<file path="config.mk">
export PLATFORM = sky130hd
export DESIGN_NAME = mpps_ports
export DESIGN_NICKNAME = d
export VERILOG_FILES = /design/src/logic/mpps_pin_mux.v /design/src/logic/mpps_ports.v
export VERILOG_INCLUDE_DIRS = /design/src /design/src/logic
export SDC_FILE = /design/constraint.sdc
export NUM_CORES = 1
export LEC_CHECK = 0
export BUFFER_PORTS_ARGS = -buffer_cell sky130_fd_sc_hd__buf_2
export CORE_MARGIN = 4
export CORE_UTILIZATION = 50
export CTS_CLUSTER_DIAMETER = 120
export DETAILED_ROUTE_END_ITERATION = 10
export PLACE_DENSITY = 0.84
export SLEW_MARGIN = 20
export SYNTH_ARGS = -nofsm -noshare
export SYNTH_HDL_FRONTEND = slang
export SYNTH_HIERARCHICAL = 1
export SYNTH_SLANG_ARGS = --single-unit
</file>
<file path="constraint.sdc">
create_clock -name CLOCK -period 2 [get_ports CLOCK]
set_clock_uncertainty 0.05 [all_clocks]
set_input_delay 0.5 -clock CLOCK [delete_from_list [all_inputs] [get_ports CLOCK]]
set_output_delay 0.5 -clock CLOCK [all_outputs]
set_load 0.03 [all_outputs]
</file>
<file path="src/logic/mpps_consts.vh">
// Constants for the port and pin-sharing block: offsets, fields, reset values.
// Assumes an 8-bit register port with 7-bit addresses in the low I/O page.
`ifndef MPPS_CONSTS_VH
`define MPPS_CONSTS_VH

// ****************************************
// Register offsets
// ****************************************
`define MPPS_OFF_A_DATA 7'h00
`define MPPS_OFF_B_DATA 7'h01
`define MPPS_OFF_C_DATA 7'h02
`define MPPS_OFF_D_INPUT 7'h03
`define MPPS_OFF_A_DIR 7'h04
`define MPPS_OFF_B_DIR 7'h05
`define MPPS_OFF_C_DIR 7'h06
`define MPPS_OFF_C_CMPSEL 7'h07
`define MPPS_OFF_KP_EDGE 7'h0d
`define MPPS_OFF_KP_EN 7'h0e
`define MPPS_OFF_KP_FLAG 7'h0f
`define MPPS_OFF_E_DATA 7'h40
`define MPPS_OFF_E_FAULT 7'h41
`define MPPS_OFF_F_DATA 7'h42
`define MPPS_OFF_F_FAULT 7'h43
`define MPPS_OFF_SYSCTL 7'h4d
`define MPPS_IO_PAGE_END 7'h4f

// ****************************************
// Fields
// ****************************************
`define MPPS_CMPSEL_BIT0 4
`define MPPS_CMPSEL_BIT1 5
`define MPPS_CMPSEL_MASK 8'h30
`define MPPS_SYSCTL_CLKOUT_BIT 0
`define MPPS_SYSCTL_IRQLVL_BIT 1
`define MPPS_SYSCTL_MASK 8'h03
`define MPPS_D_MASK 8'h0f
`define MPPS_F_MASK 8'h0f

// ****************************************
// Reset values
// ****************************************
`define MPPS_RST_BYTE 8'h00

`endif

</file>
<file path="src/logic/mpps_pin_mux.v">
// One 8-line bidirectional port: direction, output mux, input read-back.
// Assumes pin inputs are synchronous to the system clock.
module mpps_pin_mux #(
  parameter WIDTH = 8
) (
  input wire [WIDTH-1:0] port_data,
  input wire [WIDTH-1:0] port_dir,
  input wire [WIDTH-1:0] alt_en,
  input wire [WIDTH-1:0] alt_out,
  input wire [WIDTH-1:0] alt_oe,
  input wire [WIDTH-1:0] pin_in,
  output wire [WIDTH-1:0] pin_out,
  output wire [WIDTH-1:0] pin_oe,
  output wire [WIDTH-1:0] read_val
);
  // Alternate function owns both level and enable of its line
  assign pin_out = (alt_en & alt_out) | (~alt_en & port_data);
  assign pin_oe = (alt_en & alt_oe) | (~alt_en & port_dir);
  // Output lines read back the latch, inputs read the pin
  assign read_val = (port_dir & port_data) | (~port_dir & pin_in);
endmodule // mpps_pin_mux

</file>
<file path="src/logic/mpps_ports.v">
// Parallel ports A to F with alternate-function sharing and keypad flags.
// Assumes one 100 MHz clock, inputs synchronous to it, byte register port.
//
// Overview of operation
// - External interrupt pin selectable falling-edge only or falling-edge plus low level.
// - Port A has eight direction-programmable lines, inputs after reset.
// - All port A lines feed the keyboard interrupt function.
// - Port B has eight programmable lines, inputs after reset.
// - Port B lines 5 to 7 carry SPI MISO, MOSI, SCK.
// - Port B line 2 can output bus clock under system control.
// - Port C has eight programmable lines, inputs after reset.
// - Port C lines 0 to 5 carry four captures and two compares.
// - Port C lines 6, 7 carry serial receive and transmit.
// - Port D is four inputs; converter selects one while active.
// - Port E is eight output lines shared with four H-bridge pairs.
// - Port F is four output lines shared with four PWM channels.
// - All registers decode within the lowest 80 byte locations.
// - Reset pin driven low on internal watchdog, power, address, voltage reset.
`include "mpps_consts.vh"

module mpps_ports #(
  parameter AW = 7
) (
  input wire CLOCK,
  input wire ARST_N,
  input wire [AW-1:0] ADDR,
  input wire [7:0] WDATA,
  input wire WR,
  input wire RD,
  output reg [7:0] RDATA,
  input wire [7:0] PA_IN,
  output wire [7:0] PA_OUT,
  output wire [7:0] PA_OE,
  input wire [7:0] PB_IN,
  output wire [7:0] PB_OUT,
  output wire [7:0] PB_OE,
  input wire [7:0] PC_IN,
  output wire [7:0] PC_OUT,
  output wire [7:0] PC_OE,
  input wire [3:0] PD_IN,
  output wire [7:0] PE_OUT,
  output wire [3:0] PF_OUT,
  input wire SPI_EN,
  input wire SPI_MASTER,
  input wire SPI_MISO_OUT,
  input wire SPI_MOSI_OUT,
  input wire SPI_SCK_OUT,
  output wire SPI_MISO_IN,
  output wire SPI_MOSI_IN,
  output wire SPI_SCK_IN,
  input wire BUS_CLOCK,
  output wire [3:0] TIMER_CAPTURE_INPUTS,
  input wire [1:0] TIMER_COMPARE_OUTPUTS,
  input wire SCI_RX_EN,
  input wire SCI_TX_EN,
  input wire SCI_TX_OUT,
  output wire ASYNC_RECEIVE_IN,
  input wire ADC_ACTIVE,
  input wire [1:0] ADC_CHANNEL,
  output wire [3:0] ANALOG_INPUTS,
  input wire [7:0] PWM_E_OUT,
  input wire [7:0] PWM_E_EN,
  input wire [3:0] PWM_F_OUT,
  input wire [3:0] PWM_F_EN,
  input wire [7:0] PE_FAULT_IN,
  input wire [3:0] PF_FAULT_IN,
  input wire IRQ_N_IN,
  output wire IRQ_REQ,
  output wire KEYPAD_IRQ,
  input wire RST_COP,
  input wire RST_POR,
  input wire RST_ILLADDR,
  input wire RST_LVR,
  output wire RESET_PIN_OUT,
  output wire RESET_PIN_OE
);

  // ****************************************
  // Register storage
  // ****************************************
  reg [7:0] a_data_q;
  reg [7:0] b_data_q;
  reg [7:0] c_data_q;
  reg [7:0] a_direction_bits_q;
  reg [7:0] b_dir_q;
  reg [7:0] c_dir_q;
  reg [7:0] cmpsel_q;
  reg [7:0] keypad_edge_bits_q;
  reg [7:0] keypad_enable_bits_q;
  reg [7:0] keypad_flag_bits_q;
  reg [7:0] keypad_flag_bits_d;
  reg [7:0] e_data_q;
  reg [7:0] e_fault_q;
  reg [7:0] e_fault_d;
  reg [7:0] f_data_q;
  reg [7:0] f_fault_q;
  reg [7:0] f_fault_d;
  // System control: bit0 clock out, bit1 level-sensitive interrupt
  reg [7:0] sysctl_q;
  // Previous pin samples for edge detection
  reg [7:0] pa_prev_q;
  reg irq_prev_q;
  reg [7:0] rdata_d;

  wire [7:0] a_read;
  wire [7:0] b_read;
  wire [7:0] c_read;
  wire wr_kp_flag;
  wire wr_e_fault;
  wire wr_f_fault;

  function is_addr;
    input [AW-1:0] a;
    input [6:0] off;
    begin
      is_addr = (a == off);
    end
  endfunction

  // Sticky event bits: write one clears, an event in the same cycle wins
  function [7:0] sticky_next;
    input [7:0] cur;
    input clr_en;
    input [7:0] clr_bits;
    input [7:0] set_bits;
    begin
      sticky_next = clr_en ? (cur & ~clr_bits) : cur;
      sticky_next = sticky_next | set_bits;
    end
  endfunction

  // Only the low I/O page is decoded; everything above reads zero
  wire in_page = (ADDR <= `MPPS_IO_PAGE_END);

  assign wr_kp_flag = WR && in_page && is_addr(ADDR, `MPPS_OFF_KP_FLAG);
  assign wr_e_fault = WR && in_page && is_addr(ADDR, `MPPS_OFF_E_FAULT);
  assign wr_f_fault = WR && in_page && is_addr(ADDR, `MPPS_OFF_F_FAULT);

  // ****************************************
  // Port A: plain I/O plus keypad sources
  // ****************************************
  // No alternate output on port A; the keypad only senses its pins
  mpps_pin_mux #(.WIDTH(8)) u_port_a (
    .port_data(a_data_q),
    .port_dir(a_direction_bits_q),
    .alt_en(8'h00),
    .alt_out(8'h00),
    .alt_oe(8'h00),
    .pin_in(PA_IN),
    .pin_out(PA_OUT),
    .pin_oe(PA_OE),
    .read_val(a_read)
  );

  // ****************************************
  // Port B: SPI on 5..7, bus clock on 2
  // ****************************************
  wire [7:0] b_alt_en;
  wire [7:0] b_alt_out;
  wire [7:0] b_alt_oe;
  wire clkout_en = sysctl_q[`MPPS_SYSCTL_CLKOUT_BIT];
  // Master drives MOSI and SCK, slave drives MISO
  assign b_alt_en = {SPI_EN, SPI_EN, SPI_EN, 2'b00, clkout_en, 2'b00};
  assign b_alt_out = {SPI_SCK_OUT, SPI_MOSI_OUT, SPI_MISO_OUT, 2'b00, BUS_CLOCK, 2'b00};
  assign b_alt_oe = {SPI_MASTER, SPI_MASTER, ~SPI_MASTER, 2'b00, 1'b1, 2'b00};
  assign SPI_SCK_IN = PB_IN[7];
  assign SPI_MOSI_IN = PB_IN[6];
  assign SPI_MISO_IN = PB_IN[5];

  mpps_pin_mux #(.WIDTH(8)) u_port_b (
    .port_data(b_data_q),
    .port_dir(b_dir_q),
    .alt_en(b_alt_en),
    .alt_out(b_alt_out),
    .alt_oe(b_alt_oe),
    .pin_in(PB_IN),
    .pin_out(PB_OUT),
    .pin_oe(PB_OE),
    .read_val(b_read)
  );

  // ****************************************
  // Port C: captures, compares, serial
  // ****************************************
  wire [7:0] c_alt_en;
  wire [7:0] c_alt_out;
  wire [7:0] c_alt_oe;
  wire cmp0_en = cmpsel_q[`MPPS_CMPSEL_BIT0];
  wire cmp1_en = cmpsel_q[`MPPS_CMPSEL_BIT1];
  // Captures on 0..3 always sense the pin; compares take 4 and 5 when selected
  assign c_alt_en = {SCI_TX_EN, SCI_RX_EN, cmp1_en, cmp0_en, 4'h0};
  assign TIMER_CAPTURE_INPUTS = PC_IN[3:0];
  assign ASYNC_RECEIVE_IN = PC_IN[6];
  assign c_alt_out = {SCI_TX_OUT, 1'b0, TIMER_COMPARE_OUTPUTS, 4'h0};
  // Receiver never drives its line; transmitter and compares always do
  assign c_alt_oe = 8'hb0;

  mpps_pin_mux #(.WIDTH(8)) u_port_c (
    .port_data(c_data_q),
    .port_dir(c_dir_q),
    .alt_en(c_alt_en),
    .alt_out(c_alt_out),
    .alt_oe(c_alt_oe),
    .pin_in(PC_IN),
    .pin_out(PC_OUT),
    .pin_oe(PC_OE),
    .read_val(c_read)
  );

  // ****************************************
  // Port D: analog inputs
  // ****************************************
  // Exactly one line routed while converting, none otherwise
  assign ANALOG_INPUTS = ADC_ACTIVE ? (4'h1 << ADC_CHANNEL) & PD_IN : 4'h0;

  // ****************************************
  // Ports E and F: output-only drivers
  // ****************************************
  assign PE_OUT = (PWM_E_EN & PWM_E_OUT) | (~PWM_E_EN & e_data_q);
  assign PF_OUT = (PWM_F_EN & PWM_F_OUT) | (~PWM_F_EN & f_data_q[3:0]);

  // ****************************************
  // External interrupt and reset pin
  // ****************************************
  wire irq_fall = irq_prev_q & ~IRQ_N_IN;
  wire irq_level = sysctl_q[`MPPS_SYSCTL_IRQLVL_BIT];
  assign IRQ_REQ = irq_fall | (irq_level & ~IRQ_N_IN);
  // Open-drain pulldown: only ever drives low
  assign RESET_PIN_OUT = 1'b0;
  assign RESET_PIN_OE = RST_COP | RST_POR | RST_ILLADDR | RST_LVR;

  // ****************************************
  // Keypad flags
  // ****************************************
  // Edge bit one selects rising, zero falling
  wire [7:0] pa_rise = PA_IN & ~pa_prev_q;
  wire [7:0] pa_fall = ~PA_IN & pa_prev_q;
  wire [7:0] kp_event = keypad_enable_bits_q &
    ((keypad_edge_bits_q & pa_rise) | (~keypad_edge_bits_q & pa_fall));
  assign KEYPAD_IRQ = |(keypad_flag_bits_q & keypad_enable_bits_q);

  always @* begin
    keypad_flag_bits_d = sticky_next(keypad_flag_bits_q, wr_kp_flag, WDATA, kp_event);
  end

  // ****************************************
  // Driver fault capture
  // ****************************************
  // Fault inputs are levels; latching keeps a brief short visible to software
  always @* begin
    e_fault_d = sticky_next(e_fault_q, wr_e_fault, WDATA, PE_FAULT_IN);
    f_fault_d = sticky_next(f_fault_q, wr_f_fault, WDATA, {4'h0, PF_FAULT_IN});
  end

  // ****************************************
  // Register writes
  // ****************************************
  always @(posedge CLOCK or negedge ARST_N) begin
    if (!ARST_N) begin
      a_data_q <= `MPPS_RST_BYTE;
      b_data_q <= `MPPS_RST_BYTE;
      c_data_q <= `MPPS_RST_BYTE;
      a_direction_bits_q <= `MPPS_RST_BYTE;
      b_dir_q <= `MPPS_RST_BYTE;
      c_dir_q <= `MPPS_RST_BYTE;
      cmpsel_q <= `MPPS_RST_BYTE;
      keypad_edge_bits_q <= `MPPS_RST_BYTE;
      keypad_enable_bits_q <= `MPPS_RST_BYTE;
      keypad_flag_bits_q <= `MPPS_RST_BYTE;
      e_data_q <= `MPPS_RST_BYTE;
      e_fault_q <= `MPPS_RST_BYTE;
      f_data_q <= `MPPS_RST_BYTE;
      f_fault_q <= `MPPS_RST_BYTE;
      sysctl_q <= `MPPS_RST_BYTE;
      pa_prev_q <= 8'hff;
      irq_prev_q <= 1'b1;
    end else begin
      pa_prev_q <= PA_IN;
      irq_prev_q <= IRQ_N_IN;
      keypad_flag_bits_q <= keypad_flag_bits_d;
      e_fault_q <= e_fault_d;
      f_fault_q <= f_fault_d;
      // Writes land at the strobe edge; a read sees them one cycle later
      if (WR && in_page) begin
        case (ADDR)
          `MPPS_OFF_A_DATA: a_data_q <= WDATA;
          `MPPS_OFF_B_DATA: b_data_q <= WDATA;
          `MPPS_OFF_C_DATA: c_data_q <= WDATA;
          `MPPS_OFF_A_DIR: a_direction_bits_q <= WDATA;
          `MPPS_OFF_B_DIR: b_dir_q <= WDATA;
          `MPPS_OFF_C_DIR: c_dir_q <= WDATA;
          `MPPS_OFF_C_CMPSEL: cmpsel_q <= WDATA & `MPPS_CMPSEL_MASK;
          `MPPS_OFF_KP_EDGE: keypad_edge_bits_q <= WDATA;
          `MPPS_OFF_KP_EN: keypad_enable_bits_q <= WDATA;
          `MPPS_OFF_E_DATA: e_data_q <= WDATA;
          `MPPS_OFF_F_DATA: f_data_q <= WDATA & `MPPS_F_MASK;
          `MPPS_OFF_SYSCTL: sysctl_q <= WDATA & `MPPS_SYSCTL_MASK;
          // Port D, fault and flag bytes are handled outside this decode
          default: ;
        endcase
      end
    end
  end

  // ****************************************
  // Register reads, one cycle latency
  // ****************************************
  always @* begin
    rdata_d = 8'h00;
    if (in_page) begin
      case (ADDR)
        `MPPS_OFF_A_DATA: rdata_d = a_read;
        `MPPS_OFF_B_DATA: rdata_d = b_read;
        `MPPS_OFF_C_DATA: rdata_d = c_read;
        `MPPS_OFF_D_INPUT: rdata_d = {4'h0, PD_IN};
        `MPPS_OFF_A_DIR: rdata_d = a_direction_bits_q;
        `MPPS_OFF_B_DIR: rdata_d = b_dir_q;
        `MPPS_OFF_C_DIR: rdata_d = c_dir_q;
        `MPPS_OFF_C_CMPSEL: rdata_d = cmpsel_q;
        `MPPS_OFF_KP_EDGE: rdata_d = keypad_edge_bits_q;
        `MPPS_OFF_KP_EN: rdata_d = keypad_enable_bits_q;
        `MPPS_OFF_KP_FLAG: rdata_d = keypad_flag_bits_q;
        `MPPS_OFF_E_DATA: rdata_d = e_data_q;
        `MPPS_OFF_E_FAULT: rdata_d = e_fault_q;
        `MPPS_OFF_F_DATA: rdata_d = f_data_q;
        `MPPS_OFF_F_FAULT: rdata_d = f_fault_q;
        `MPPS_OFF_SYSCTL: rdata_d = sysctl_q;
        // Unlisted offsets inside the page read zero
        default: rdata_d = 8'h00;
      endcase
    end
  end

  // Data stands only in the cycle after the read strobe
  always @(posedge CLOCK or negedge ARST_N) begin
    if (!ARST_N) begin
      RDATA <= 8'h00;
    end else begin
      RDATA <= RD ? rdata_d : 8'h00;
    end
  end

endmodule // mpps_ports

</file>
==> impl_metrics.toml, run 1 <==
[run_status]
status = "complete, but fails checks"
violations = "negative setup slack"

[clocking]
clk_latency_ns = 0.43
cts.clk_slew.worst_paths_ns = 0.05
clkSinkCount = 121
root_buffer = "clkbuf_16"
cts_buffers = 17
cts_tree = "yes"
ctsHtreeMaxLevel = 4
clock_path_buffers = 2

[setup_path]
rrSetupSlack_ns = 0.16
timing.rr.end = "RDATA[1]"
cp_max_fo = 4
cp.required_ns = 1.45
start_kind = "register"
timing.rr.start = "c_data_q[1]"
crit_path_end = "KEYPAD_IRQ"
crit_path_end_kind = "output pin"
crit_arrival_ns = 1.45
setup.worst_path.class = "reg -> out"
worst_r2r_path_depth = 6
crit_path_start = "keypad_enable_bits_q[3]"

[synthesis]
ys_ff_latch = 121
synth_cells = 597
syn_area_sq_mm = 0.00716
ys_warn_count = 6
synthArstFlopShare = 1.00
synth_flop_cell = "dfrtp_1"
avgSynthCellArea_sq_um = 12.0
synth_cell_types = 68
seq_area_frac_synth = 0.424
yosysMostFrequentCell = "dfrtp_1"
synth_top_cell_by_area = "dfrtp_1"
synth_edf_count = 0
yosys-top-cells-area = "dfrtp_1, mux2_2, mux2_4, dfstp_2, nand2_1"
synth_top_area_frac = 0.391
netlist_top_cells_count = "dfrtp_1, mux2_2, mux2_4, nand2_1, nor2_1"

[place]
place_congestion = 0.980
dp.cells = 1087
place_area_sq_mm = 0.00915
dp_hpwl_mm = 18.0
port_buffers = 184

[global_routing]
grt_max_degree = 47
antenna_found_initial = 0
grt_pass1_wl_mm = 35.6
grt_use_total = 0.289
gr-total-overflow = 0
grt_pass1_vias = 6376

[pwr]
p_leak_nw = 4.93
p_per_area_mw_per_mm2 = 770
peakVddDrop_mv = 0.676

[route]
vias = 6452
drtAntennaViolNets = 0
drt_iter0_markers = 631
drt_pass1_iterations = 5
vias_per_cell = 5.75
avgRoutedWirePerCell_microns = 21.0
drc_errors = 0
detail_route.wirelength_mm = 23.6

[timing]
maxSlewViolCount = 0
period_share = 1.00
finalHoldViolCount = 0
fmax_ghz = 0.499
tns_ns = -0.00423
timing.final.ws_setup_ns = -0.00423
rsz0062_at_grt = "yes"
min_period_ns = 2.00
finalSetupViolations = 1

[finish]
n_fill_cell = 1017
fin_nets = 1032
multi_input_area_sq_mm = 0.00417
regArea_sq_mm = 0.00304
fin_area_sq_mm = 0.00981
final_cell_count_no_fill = 1123
antenna_cells = 0
drive_gt1_frac = 0.545
utilization = 0.704
syn2layout_area_growth_pct = 36.9

[die]
pin_count = 186
initial_core_util = 0.514
fp-row-count = 43
design.core.area_sq_mm = 0.0139
die_height_microns = 128
die-area_sq_mm = 0.0163
die_x_microns = 128

[job]
cap_viol_max_count = 0

[worst_hold_path]
worstHoldPathType = "in -> reg"
worst min-delay path by stage:
stage	startpoint	end	slack (ns)	depth (start not counted)
after floorplan	ARST_N	RDATA[0]	0.15	0
after global placement	ARST_N	c_dir_q[6]	0.38	1
after detailed placement	ARST_N	c_dir_q[6]	0.38	1
after CTS	IRQ_N_IN	irq_prev_q	0.12	1
after global routing	IRQ_N_IN	irq_prev_q	0.13	1
final	IRQ_N_IN	irq_prev_q	0.14	1
where the power goes:
group          switching, W  internal, W
sequential         0.000256      0.00266
combinational      0.000769     0.000727
clock               0.00109      0.00205
repair_timing:
item,4_1_cts,5_1_grt
setup buffers,2,1
hold buffers,1,0
pin swaps,2,2
setup endpoints to repair,1,3
gates cloned,0,0
gates resized for setup,3,5
endpoints found under the hold margin,19,0
kinds of logic after synthesis:
logic type	share of synthesized area
muxes	0.320
DFF	0.424
and+or+nand+nor	0.114
AOI/OAI and AO/OA	0.108
other	0.00105
buffers and inverters	0.0325
worst max-delay path: stages (launching register included):
cell and delay (ns):
dfrtp_1 0.46, a22oi_1 0.23, nand4_1 0.16, buf_6 0.18
placed cells by master, fill, tap and decap left out, types with 3 or more instances in the layout:
master | Yosys | final
a21o_1 | 12 | 12
clkinv_2 | 0 | 4
clkbuf_1 | 12 | 4
buf_2 | 12 | 181
a31oi_1 | 11 | 11
a22o_1 | 13 | 13
a22oi_1 | 16 | 15
dfrtp_1 | 112 | 112
bufinv_16 | 0 | 3
nand4_1 | 5 | 5
o21ai_0 | 17 | 17
and2_1 | 3 | 3
a21oi_1 | 6 | 6
conb_1 | 2 | 71
nand3b_1 | 4 | 4
nor2_2 | 4 | 4
clkbuf_16 | 0 | 17
mux2_2 | 99 | 99
clkbuf_8 | 0 | 3
buf_4 | 15 | 97
nand2b_1 | 4 | 4
mux2i_1 | 6 | 6
a21boi_0 | 5 | 5
nand2_1 | 56 | 56
nor2_1 | 21 | 21
nand3_1 | 12 | 12
nor3_1 | 4 | 4
a221oi_1 | 4 | 4
dfstp_2 | 9 | 9
buf_12 | 0 | 5
nor2b_1 | 3 | 3
and3_1 | 6 | 6
mux2_4 | 69 | 69
mux2_1 | 3 | 3
sequential cells by signal, summed over array words and instances, names as in the netlist:
register	count
f_data_q	4
b_dir_q	8
RDATA	8
e_data_q	8
keypad_flag_bits_q	8
b_data_q	8
e_fault_q	8
c_dir_q	8
a_direction_bits_q	8
a_data_q	8
c_data_q	8
keypad_enable_bits_q	8
cmpsel_q	2
irq_prev_q	1
sysctl_q	2
pa_prev_q	8
keypad_edge_bits_q	8
f_fault_q	8
metal layers:
layer  track usage  wire, microns
met2         0.466          11500
met5             0              0
met1         0.379           9280
met3        0.0775           2240
met4         0.100            651
metrics by stage:
stage          hold slack [ns]  power [W]  setup slack, ns
2_1_floorplan            0.154    0.00383          0.00901
3_3_place_gp             0.376    0.00435           -0.227
3_5_place_dp             0.376    0.00439           -0.219
4_1_cts                  0.124    0.00756          -0.0143
5_1_grt                  0.128    0.00781          -0.0869
6_report                 0.137    0.00755         -0.00423
layout make-up:
class	instances	share of cell area
clock inverter	8	0.0120
multi-input combinational	502	0.425
tap	180	0.0230
clock buffer	24	0.0491
timing repair buffer	286	0.180
inverter	2	0.000766
sequential	121	0.310
Power figures use the tool's default switching activity.
==> inputs of run 2 (changes only) <==
- REMOVE_ABC_BUFFERS: default -> 1
==> run 2 against run 1 <==
Net effect:
- the flow now finishes without violations
- hold slack worse by 0.0048 ns
- final area down 0.74%
- utilization down 0.52 points
- setup slack improved by 0.034 ns
- global-route usage is 0.14 points lower
- cell count shrank 1.5%
- largest power group unchanged
- highest routed layer unchanged
==> impl_metrics.toml, run 2 (synthesis results as in run 1) <==
[finish]
n_fill_cell = 1033
antenna_cells = 0
fin_nets = 1015
layout_commonest_cell = "buf_2"
drive_gt1_frac = 0.537
fin_area_sq_mm = 0.00973
layout_common_cells = "buf_2, dfrtp_1, mux2_2"
syn2layout_area_growth_pct = 35.9

[setup_path]
slowest_delay_ns = 0.40
crit_buf_inv = 2
crit_arrival_ns = 1.42
cp.required_ns = 1.45
setup.worst_path.class = "reg -> out"
crit_path_top_delay_cell = "dfrtp_1"
crit_path_end_kind = "output pin"
cp_max_fo = 3
crit_chain = "buf_4 -> mux2_4 -> buf_4"
start_kind = "register"
crit_family = "flip-flops"
path_common_cell = "buf_4"
rrSetupSlack_ns = 0.13

[timing]
finalHoldViolCount = 0
tightestPinTransition_ns = 0.574
finalSetupViolations = 0
rsz0062_at_grt = "yes"
min_period_ns = 1.97
timing.final.ws_setup_ns = 0.0301
period_share = 0.985
slew-limit-headroom = 0.614
fmax_ghz = 0.508
maxSlewViolCount = 0

[route]
drt_pass1_iterations = 7
avgRoutedWirePerCell_microns = 21.0
drt_iter0_markers = 661
vias_per_cell = 5.73
detail_route.wirelength_mm = 23.3
vias = 6340
drc_errors = 0
drtAntennaViolNets = 0

[place]
place_ws_ns = -0.195
place_area_sq_mm = 0.00910
port_buffers = 184
place_congestion = 0.953
dp_hpwl_mm = 17.6

[global_routing]
grt_pass1_wl_mm = 35.5
grt_max_degree = 50
gr-total-overflow = 0
grt_use_met2 = 0.477
use_met3 = 0.0642
met1_usage = 0.359
antenna_found_initial = 0
grt_use_total = 0.288
grt_pass1_vias = 6535
busiest_layer = "met2"

[clocking]
clk_latency_ns = 0.42
cts_tree = "yes"
ctsHtreeMaxLevel = 4
clock_path_buffers = 2
root_buffer = "clkbuf_16"
cts_buffers = 17
cts.clk_slew.worst_paths_ns = 0.05
clkSinkCount = 121

[pwr]
power.share.clock = 0.419
p_sw_w = 0.00211
seqPwrFrac = 0.385
p_per_area_mw_per_mm2 = 776
peakVddDrop_mv = 0.559
p_comb_frac = 0.196
swShare = 0.279
internal-power_w = 0.00544
p_leak_nw = 4.87

[die]
fp-row-count = 43
die-area_sq_mm = 0.0163
design.core.area_sq_mm = 0.0139
initial_core_util = 0.514
pin_count = 186
die_x_microns = 128
die_height_microns = 128

[worst_hold_path]
worstHoldPathType = "in -> reg"

[job]
cap_viol_max_count = 0

[run_status]
status = "finished, final reports clean"
-- run 2: timing repair --
item                                    4_1_cts  5_1_grt
hold buffers                                  1        0
buffers inserted                              0        0
hold endpoints to repair                     20        0
endpoints found under the setup margin        0        2
resized for setup                             0        4
-- run 2: power groups by stage --
stage / Sequential (W) / Clock, W / Combinational (W)
5_1_grt: 0.00293 / 0.00331 / 0.00157
6_report: 0.00291 / 0.00317 / 0.00148
3_3_place_gp: 0.00292 / 0 / 0.00142
3_5_place_dp: 0.00293 / 0 / 0.00145
4_1_cts: 0.00290 / 0.00319 / 0.00147
2_1_floorplan: 0.00284 / 0 / 0.000896
-- run 2: final cells by class --
| type | instances | area, sq um | area share |
|---|---|---|---|
| inverters | 2 | 7.51 | 0.000771 |
| clock buffers | 24 | 492 | 0.0505 |
| flip-flops and latches | 121 | 3040 | 0.312 |
| multi-input cells | 502 | 4160 | 0.427 |
| well taps | 180 | 225 | 0.0231 |
| repair buffers | 269 | 1690 | 0.174 |
| clock inverters | 8 | 118 | 0.0121 |
-- run 2: per-stage QoR --
stage | util | total power, W | setup TNS (ns) | instances | hold WS [ns]
global route | 0.698 | 0.00781 | -0.00802 | 1106 | 0.123
finish | 0.698 | 0.00755 | 0 | 1106 | 0.133
floorplan | - | 0.00373 | -0.102 | 625 | 0.154
CTS | 0.698 | 0.00755 | 0 | 1106 | 0.122
global placement | 0.653 | 0.00434 | -6.82 | 1073 | 0.401
detailed placement | 0.653 | 0.00438 | -9.66 | 1073 | 0.408
-- run 2: worst register-to-register path: cells and delay by family (launching register included) --
family	cells	cell delay, ns
flip-flops	1	0.45
AO/OA/AOI/OAI	1	0.11
multiplexers	3	1.04
AND/OR/NAND/NOR	1	0.07
-- run 2: layer usage --
layer | vias to the layer above | routed length, microns
met5 | - | 0
met4 | 0 | 1040
met3 | 78 | 2000
met1 | 3098 | 8950
met2 | 370 | 11300
li1 | 2794 | -
-- run 2: final timing paths --
check,from,end,depth (start not counted)
setup / recovery,c_dir_q[1],PC_OE[1],3
hold / removal,IRQ_N_IN,irq_prev_q,1
setup reg to reg,a_direction_bits_q[1],RDATA[1],5
hold reg to reg,f_fault_q[3],f_fault_q[3],1
max in group asynchronous,ARST_N,irq_prev_q,3
min in group asynchronous,ARST_N,a_direction_bits_q[2],2
